## config.mk

```make
export PLATFORM = sky130hd
export DESIGN_NAME = asc_sram_host
export DESIGN_NICKNAME = d
export VERILOG_FILES = /design/src/hdl/asc_pkg.sv /design/src/hdl/asc_delay_counter.sv /design/src/hdl/asc_sram_host.sv
export SDC_FILE = /design/constraint.sdc
export NUM_CORES = 1
export LEC_CHECK = 0
export BUFFER_PORTS_ARGS = -buffer_cell sky130_fd_sc_hd__buf_2
export CAP_MARGIN = 15
export CORE_MARGIN = 2
export CORE_UTILIZATION = 50
export CTS_CLUSTER_SIZE = 28
export DETAILED_ROUTE_END_ITERATION = 8
export GPL_ROUTABILITY_DRIVEN = 0
export MAX_ROUTING_LAYER = met4
export PLACE_DENSITY_LB_ADDON = 0.1
export SLEW_MARGIN = 20
export SYNTH_ARGS = -nofsm -noshare
export SYNTH_HDL_FRONTEND = slang
export SYNTH_HIERARCHICAL = 1
export SYNTH_SLANG_ARGS = --single-unit
```

## constraint.sdc

```tcl
create_clock -name ref_clk -period 4.9 [get_ports ref_clk]
set_input_delay 0.98 -clock ref_clk [delete_from_list [all_inputs] [get_ports ref_clk]]
set_output_delay 0.98 -clock ref_clk [all_outputs]
set_load 0.005 [all_outputs]
```

## src/hdl/asc_pkg.sv

```systemverilog
// Purpose: constants for the async sram host controller
// Assumes: 250 MHz ref_clk, 20 ns speed grade by default
// Notes: times in ns, cycle counts derived from them
package asc_pkg;
  localparam int CLK_PERIOD_NS = 4;
  localparam int ADDR_W = 18;
  localparam int DATA_W = 32;
  localparam int LANES = 4;
  localparam int WORDS = 262144;
  // 20 ns grade
  localparam int READ_CYCLE_NS = 20;
  localparam int SELECT_TO_WRITE_END_NS = 12;
  localparam int ADDR_VALID_TO_WRITE_END_NS = 12;
  localparam int ADDR_HOLD_AFTER_WRITE_NS = 0;
  localparam int OUTPUT_OFF_FLOAT_NS = 6;
  localparam int WRITE_FLOAT_NS = 8;
  localparam int DESELECT_FLOAT_NS = 8;
  localparam int DATA_SETUP_NS = 8;
  // least times round up to whole cycles
  localparam int RD_CYC = (READ_CYCLE_NS + CLK_PERIOD_NS - 1) / CLK_PERIOD_NS;
  localparam int WR_CYC_RAW =
    (ADDR_VALID_TO_WRITE_END_NS + CLK_PERIOD_NS - 1) / CLK_PERIOD_NS;
  localparam int CW_CYC =
    (SELECT_TO_WRITE_END_NS + CLK_PERIOD_NS - 1) / CLK_PERIOD_NS;
  localparam int WR_CYC = (WR_CYC_RAW > CW_CYC) ? WR_CYC_RAW : CW_CYC;
  localparam int FLT_RAW = (OUTPUT_OFF_FLOAT_NS > DESELECT_FLOAT_NS) ?
    OUTPUT_OFF_FLOAT_NS : DESELECT_FLOAT_NS;
  localparam int FLT_CYC = (FLT_RAW + CLK_PERIOD_NS - 1) / CLK_PERIOD_NS;
  localparam int CNT_W = 4;
endpackage

```

## src/hdl/asc_delay_counter.sv

```systemverilog
// Purpose: down counter for timed phases
// Assumes: load has priority over counting
// Notes: done is high while count is zero
`timescale 1ns/1ps
`default_nettype none
module asc_delay_counter #(
  parameter int WIDTH = 4
) (
  input wire logic ref_clk,
  input wire logic rst_n,
  input wire logic load,
  input wire logic [WIDTH-1:0] loadValue,
  output logic done
);
  logic [WIDTH-1:0] count_reg;
  always_ff @(posedge ref_clk or negedge rst_n) begin
    if (!rst_n) begin
      count_reg <= '0;
    end else if (load) begin
      count_reg <= loadValue;
    end else if (count_reg != '0) begin
      count_reg <= count_reg - 1'b1;
    end
  end
  assign done = (count_reg == '0);
endmodule
`default_nettype wire

```

## src/hdl/asc_sram_host.sv

```systemverilog
// Purpose: host controller for a 256K x 32 asynchronous sram module
// Assumes: one clock, requests held until accepted
// Notes: one access at a time, all pin outputs registered
// Operation
// - write spans later fall to earlier rise
// - address read keeps selects active
// - address valid by last select
// - select held 12 ns before write end
// - address valid 12 ns before write end
// - address may change at write end
`timescale 1ns/1ps
`default_nettype none
module asc_sram_host #(
  parameter int ADDR_W = asc_pkg::ADDR_W,
  parameter int DATA_W = asc_pkg::DATA_W,
  parameter int LANES = asc_pkg::LANES
) (
  input wire logic ref_clk,
  input wire logic rst_n,
  input wire logic reqValid,
  input wire logic reqWrite,
  input wire logic [ADDR_W-1:0] reqAddr,
  input wire logic [DATA_W-1:0] reqWdata,
  input wire logic [LANES-1:0] reqLanes,
  output logic reqReady,
  output logic rspValid,
  output logic [DATA_W-1:0] rspRdata,
  output logic [1:0] densityId,
  output logic [ADDR_W-1:0] word_address_lines,
  output logic [LANES-1:0] byte_lane_select_n,
  output logic writeStrobe_n,
  output logic outputEnable_n,
  input wire logic [DATA_W-1:0] dataLinesIn,
  output logic [DATA_W-1:0] dataLinesOut,
  output logic [DATA_W-1:0] dataLinesOe,
  input wire logic density_id_bit0,
  input wire logic density_id_bit1
);
  typedef enum logic [2:0] {
    ASC_IDLE = 3'b000,
    ASC_RD = 3'b001,
    ASC_WFLT = 3'b010,
    ASC_WR = 3'b011,
    ASC_END = 3'b100
  } asc_state_t;

  typedef struct packed {
    asc_state_t st;
    logic ready;
    logic rsp;
    logic [DATA_W-1:0] rdata;
    logic [1:0] dens;
    logic [ADDR_W-1:0] addr;
    logic [LANES-1:0] sel_n;
    logic we_n;
    logic oe_n;
    logic [DATA_W-1:0] dout;
    logic drive;
  } asc_regs_t;

  asc_regs_t s_reg;
  asc_regs_t s_next;
  logic cntLoad;
  logic [asc_pkg::CNT_W-1:0] cntValue;
  logic cntDone;

  asc_delay_counter #(.WIDTH(asc_pkg::CNT_W)) u_cnt (
    .ref_clk(ref_clk),
    .rst_n(rst_n),
    .load(cntLoad),
    .loadValue(cntValue),
    .done(cntDone)
  );

  always_comb begin
    s_next = s_reg;
    cntLoad = 1'b0;
    cntValue = '0;
    s_next.rsp = 1'b0;
    s_next.ready = 1'b0;
    s_next.dens = {density_id_bit1, density_id_bit0};
    case (s_reg.st)
      ASC_IDLE: begin
        s_next.ready = 1'b1;
        if (s_reg.ready && reqValid) begin
          s_next.ready = 1'b0;
          s_next.addr = reqAddr;
          s_next.sel_n = ~reqLanes;
          if (reqWrite) begin
            s_next.dout = reqWdata;
            s_next.oe_n = 1'b1;
            s_next.st = ASC_WFLT;
            cntLoad = 1'b1;
            cntValue = asc_pkg::CNT_W'(asc_pkg::FLT_CYC);
          end else begin
            s_next.oe_n = 1'b0;
            s_next.st = ASC_RD;
            cntLoad = 1'b1;
            cntValue = asc_pkg::CNT_W'(asc_pkg::RD_CYC);
          end
        end
      end
      ASC_RD: begin
        if (cntDone) begin
          s_next.rdata = dataLinesIn;
          s_next.rsp = 1'b1;
          s_next.sel_n = '1;
          s_next.oe_n = 1'b1;
          s_next.st = ASC_END;
          cntLoad = 1'b1;
          cntValue = asc_pkg::CNT_W'(asc_pkg::FLT_CYC);
        end
      end
      ASC_WFLT: begin
        if (cntDone) begin
          s_next.drive = 1'b1;
          s_next.we_n = 1'b0;
          s_next.st = ASC_WR;
          cntLoad = 1'b1;
          cntValue = asc_pkg::CNT_W'(asc_pkg::WR_CYC);
        end
      end
      ASC_WR: begin
        if (cntDone) begin
          s_next.we_n = 1'b1;
          s_next.sel_n = '1;
          s_next.st = ASC_END;
        end
      end
      ASC_END: begin
        s_next.drive = 1'b0;
        if (cntDone) begin
          s_next.st = ASC_IDLE;
          s_next.ready = 1'b1;
        end
      end
      default: begin
        s_next.st = ASC_IDLE;
      end
    endcase
  end

  always_ff @(posedge ref_clk or negedge rst_n) begin
    if (!rst_n) begin
      s_reg <= '{st: ASC_IDLE, ready: 1'b0, rsp: 1'b0, rdata: '0, dens: 2'h0,
                 addr: '0, sel_n: '1, we_n: 1'b1, oe_n: 1'b1, dout: '0,
                 drive: 1'b0};
    end else begin
      s_reg <= s_next;
    end
  end

  assign reqReady = s_reg.ready;
  assign rspValid = s_reg.rsp;
  assign rspRdata = s_reg.rdata;
  assign densityId = s_reg.dens;
  assign word_address_lines = s_reg.addr;
  assign byte_lane_select_n = s_reg.sel_n;
  assign writeStrobe_n = s_reg.we_n;
  assign outputEnable_n = s_reg.oe_n;
  assign dataLinesOut = s_reg.dout;
  assign dataLinesOe = {DATA_W{s_reg.drive}};

  chk_no_contention: assert property (@(posedge ref_clk) disable iff (!rst_n)
    s_reg.drive |-> s_reg.oe_n)
    else $error("host drives data while output enabled");
  chk_write_select: assert property (@(posedge ref_clk) disable iff (!rst_n)
    !s_reg.we_n |-> (s_reg.sel_n != '1) && s_reg.drive)
    else $error("write strobe without select or data");
  chk_write_width: assert property (@(posedge ref_clk) disable iff (!rst_n)
    $fell(s_reg.we_n) |-> !s_reg.we_n [*3])
    else $error("write pulse too short");
  chk_addr_stable: assert property (@(posedge ref_clk) disable iff (!rst_n)
    !s_reg.we_n |=> $stable(s_reg.addr) || s_reg.we_n)
    else $error("address moved during write");
  chk_read_time: assert property (@(posedge ref_clk) disable iff (!rst_n)
    $fell(s_reg.oe_n) |-> !s_reg.oe_n [*5])
    else $error("read ended early");
  chk_float_wait: assert property (@(posedge ref_clk) disable iff (!rst_n)
    $rose(s_reg.drive) |-> s_reg.oe_n && $past(s_reg.oe_n, 2) && ($past(s_reg.st, 2) == ASC_WFLT))
    else $error("drive before float");
  chk_read_response: assert property (@(posedge ref_clk) disable iff (!rst_n)
    $rose(s_reg.oe_n) && s_reg.rsp |-> $past(s_reg.st) == ASC_RD)
    else $error("response without read");
  chk_dens_follow: assert property (@(posedge ref_clk) disable iff (!rst_n)
    1'b1 |=> s_reg.dens == $past({density_id_bit1, density_id_bit0}))
    else $error("density id not sampled");
endmodule
`default_nettype wire

```

### After elaboration in Yosys (flattened, before gate mapping)

Index checks and enable logic that the tools add are counted.

* bits in registers: 100
* output and inout port bits: 124

* add/subtract/negate cells: 1
* eq/ne operators: 10
* mux-type cells: 31
* bitwise gates (word level): 1
* reductions and logical operators: 19

Operators by type and width (count)
* $mux 33: 3
* $mux 32: 1
* $mux 4: 7
* $pmux 4 s3: 2
* $pmux 3 s4: 1
* $ne 2x2->1 const B: 5
* $pmux 1 s2: 5
* $mux 3: 3
* $reduce_and 3->1: 3
* $reduce_and 4->1: 2
* $reduce_bool 2->1: 4
* $eq 3x2->1 const B: 2
* $mux 2: 3
* $reduce_and 2->1: 3
* $mux 1: 5
* $mux 5: 1
* $logic_not 4->1: 1
* $not 4->4: 1
* $reduce_bool 4->1: 1
* $reduce_or 2->1: 2
* $sub 4x1->4 const B: 1
* $eq 3x1->1 const B: 1
* $eq 3x3->1 const B: 1
* $logic_not 3->1: 1
* 3 further kinds: 3

### Logic depth before layout (Yosys ltp)

* depth in word-level cells: 4
* mapped depth: 9
* mapped depth without buffers: 7

### Modules after synthesis

Netlist, hierarchy kept.

Modules (own cells, without submodules)
* asc_sram_host: times used 1, cells each 357, area each 4732.0 um^2, seq. area each 2409.8 um^2
* asc_delay_counter: times used 1, cells each 22, area each 234.0 um^2, seq. area each 100.1 um^2

### Worst setup path after synthesis

Ideal clock, no wire load.

* path kind: register to register
* start: register u_cnt.count_reg[0]
* end: register s_reg (netlist bit rspRdata[10])
* arrival time: 2009 ps
* data required time: 4775 ps
* path slack: 2767 ps
* stages on the path, launching flop included: 9
* path buffers: 3
* clock period less this slack: 2133 ps
* cell sequence: dfrtp_1 > inv_1 > ha_1 > nor3b_4 > buf_2 > nor4bb_1 > buf_2 > buf_4 > mux2_2

* word-level cells in the longest chain between the ends: 2

Ends and longest elaborated chain
* start: declaration: line asc_delay_counter.sv:15 `logic [WIDTH-1:0] count_reg;`
* start signal: assignment: line asc_delay_counter.sv:20 `count_reg <= loadValue;`
* start signal: assignment: line asc_delay_counter.sv:22 `count_reg <= count_reg - 1'b1;`
* $logic_not 4->1: line asc_delay_counter.sv:25 `assign done = (count_reg == '0);`
* named net cntDone: line asc_sram_host.sv:65 `logic cntDone;`
* $reduce_and 2->1 (no source line)
* end signal: assignment: line asc_sram_host.sv:145 `s_reg <= '{st: ASC_IDLE, ready: 1'b0, rsp: 1'b0, rdata: '0, dens: 2'h0,`
* end signal: assignment: line asc_sram_host.sv:149 `s_reg <= s_next;`
* end: declaration: line asc_sram_host.sv:61 `asc_regs_t s_reg;`

The timed path passes the listed nets, and every way through them passes these cells.
A chain may end at the register's enable or synchronous reset.

### Final worst setup path

* start: register u_cnt.count_reg[0]
* end: register s_reg (netlist bit rspRdata[20])

The elaborated chain is that of the path after synthesis.

==> results_dict.tcl <==
set metrics [dict create \
    grtUsageMet3_pct 4.47 \
    ys_ff_latch 100 \
    comb_power_share_pct 40.2 \
    route.detailed.vias_per_inst 4.55 \
    min_period_ns 2.67 \
    cts_max_level 3 \
    relative_slew_margins_pct 52.5 \
    final_hold_viol_count 0 \
    powerDensity_nw_per_um2 618 \
    numClockSinks 100 \
    cts.path.max_buffers 2 \
    post-place-ws_ns 2.13 \
    placeable_core_area_um2 9730 \
    finalNetCount 566 \
    maxSlewViolCount 0 \
    cp_cell_sequence "inv_1 > ha_1 > nor3b_4 > nor4bb_4 > buf_4 > mux2_2" \
    synth_sequential_area_ratio_pct 50.5 \
    dieArea_um2 10700 \
    tritoncts_clock_tree "yes" \
    drt_pre_antenna_iters 4 \
    mappedNetlistNets 472 \
    worst_path_max_delay_cell "nor4bb_4" \
    tritoncts.num_buffers 9 \
    result_of_the_run "finished clean" \
    grt_busiest_layer "met2" \
    grt_util_met1_pct 23.8 \
    synth_largest_type_area_fraction_pct 47.4 \
    post_layout_instance_count_excluding_filler_cells 611 \
    place.port_buffers 215 \
    p_int_w 0.00227 \
    rsz0062_at_grt "no" \
    core.rowCount 36 \
    worst-endpoint-required_ns 5.15 \
    yosys_warnings 6 \
    wirelength_um 8860 \
    first_global_vias 2736 \
    grt_use_met2_pct 25.8 \
    max_cap_violations 0 \
    sequentialPowerShare_pct 44.4 \
    final.setup.worst_slack_ns 2.23 \
    fin_tns_setup_ns 0 \
    cellLeakagePower_nw 2.81 \
    postSynthCellCount 379 \
    antenna_violating_nets_post_route 0 \
    r2r_setup_slack_ns 2.23 \
    post_cts_resize_count 0 \
    grt.total_usage_pct 17.3 \
    startpoint_type "flip-flop" \
    cts.clk_slew.worst_paths_ns 0.10 \
    starting_density_of_the_core_pct 51.0 \
    fmaxAchievable_mhz 374 \
    via_count 2780 \
    synth.largest_area_cell "dfrtp_1" \
    worst_ep_arrival_time_ns 2.92 \
    layout-drive-gt1-share_pct 68.4 \
    clk_tree_root_cell "clkbuf_8" \
    critical-path-max-stage-delay_ns 0.56 \
    ys_dominant_reg_cell "dfrtp_1" \
    synth_cell_type_count 38 \
    overflow 0 \
    switchingPower_w 0.00110 \
    final_core_utilization_pct 56.0 \
    antenna_cells_inserted 0 \
    number_of_antenna_violations_at_the_first_check_in_global_routing 0 \
    syn_area_um2 4970 \
    setup.worst_path.end_class "flip-flop" \
    setup_violations 0 \
    post-synth-top-count-cell "buf_4" \
    pin_count 216 \
    netlist_top_cells_area "dfrtp_1 47%, buf_4 19%, mux2_2 12%, mux2_4 8.8%, dfstp_2 3.2%" \
    worst_skew_pair.late_latency_ns 0.37 \
    detail_route.iter0.violations 102 \
    wl_per_cell_um 14.5 \
    max_slew.worst_pin.slew_ns 0.712 \
    dp.cells 595 \
    finalClockSkew_ns 0.0192 \
    cts_hold_buffers 0 \
    critical_path_class "reg -> reg" \
    timing.hold.worst.class "reg -> reg" \
    detailedPlacementHpwl_um 6510 \
    die_x_um 104 \
    postCtsSetupRepairBufs 0 \
    synth_enable_flop_cells 0 \
    grt_start_max_net_pins 81 \
    synth.cells.most_frequent "124 x buf_4, 94 x dfrtp_1, 55 x mux2_2" \
    post_route_drc 0 \
    vdd_drop_max_v 0.000224 \
    power.clock.fraction_pct 15.4 \
    power.share.switching_pct 32.6 \
    syn_area_per_cell_um2 13.1 \
    die_h_um 104 \
    grt_pass1_wl_um 14300 \
    worst-path-max-fanout 30 \
    asyncSetResetFlopFracSynth_pct 100 \
    period_share_pct 54.5 \
    areaGrowthSynthToFinish_pct 9.75 \
]
## worst max-delay path, delay by kind of cell (launching register included)
kind / cells / cell delay, ns
muxes: 1 / 0.39
adders and majority gates: 1 / 0.21
buffers and inverters: 2 / 0.52
and+or+nand+nor: 2 / 1.03
DFF: 1 / 0.40
## layout make-up
| class | instances | area (um^2) |
|---|---|---|
| fillers | 874 | 4280 |
| inverters | 3 | 11.3 |
| clock inverters | 7 | 76.3 |
| flip-flops and latches | 100 | 2510 |
| well taps | 133 | 166 |
| multi-input cells | 142 | 1470 |
| clock buffers | 9 | 124 |
| repair buffers | 217 | 1100 |
## through the flow
stage	hold slack, ns	power (W)	instance area, um^2
after floorplan	0.481	0.00287	4970
after global placement	0.483	0.00285	5250
after detailed placement	0.488	0.00289	5250
after CTS	0.513	0.00342	5450
after global routing	0.519	0.00362	5450
final	0.509	0.00337	5450
## power groups by stage
stage / clock network (W) / registers, W / logic, W
6_report: 0.000520 / 0.00150 / 0.00135
3_3_place_gp: 0 / 0.00150 / 0.00136
5_1_grt: 0.000581 / 0.00156 / 0.00148
2_1_floorplan: 0 / 0.00144 / 0.00143
4_1_cts: 0.000542 / 0.00150 / 0.00138
3_5_place_dp: 0 / 0.00151 / 0.00138
## cells by family (layout without fill, tap and decap cells)
family,after synthesis,after routing,synth area share [%]
compound gates,19,19,2.39
other cells,1,1,0.0755
fa+ha+maj,1,1,0.252
buf+inv,137,236,20.3
simple gates,33,33,4.48
xor+xnor,2,2,0.353
flops,100,100,50.5
mux,86,86,21.6
## metal layers
metal / up-vias / part of all wire [%]
met4: 0 / 0.65
li1: 1337 / -
met3: 5 / 6.2
met2: 129 / 46
met1: 1309 / 47
met5: - / 0
## final timing paths
check	from	end	cells past startpoint
worst min register to register	rspRdata[0]	rspRdata[0]	1
worst max register to register	u_cnt/count_reg[0]	rspRdata[20]	6
worst max-delay path	u_cnt/count_reg[0]	rspRdata[20]	6
max in group asynchronous	rst_n	byte_lane_select_n[3]	2
min in group asynchronous	rst_n	densityId[1]	1
worst min-delay path	rspRdata[0]	rspRdata[0]	1
## placed cells by master (no fill, tap or decap), types with 2 or more instances in the layout
cell,count
o21ai_0,7
mux2_4,29
dfstp_2,6
a21oi_1,3
clkbuf_8,9
inv_1,3
dfrtp_1,94
nor2_1,3
clkinv_4,2
o211ai_1,4
nand2_1,9
buf_4,2
nor2b_1,2
and3_1,2
nor3b_1,2
nand3b_1,2
mux2_2,55
inv_8,3
nor3_1,4
mux2i_1,2
buf_2,214
Note: power is estimated with default switching activity, not from simulation.
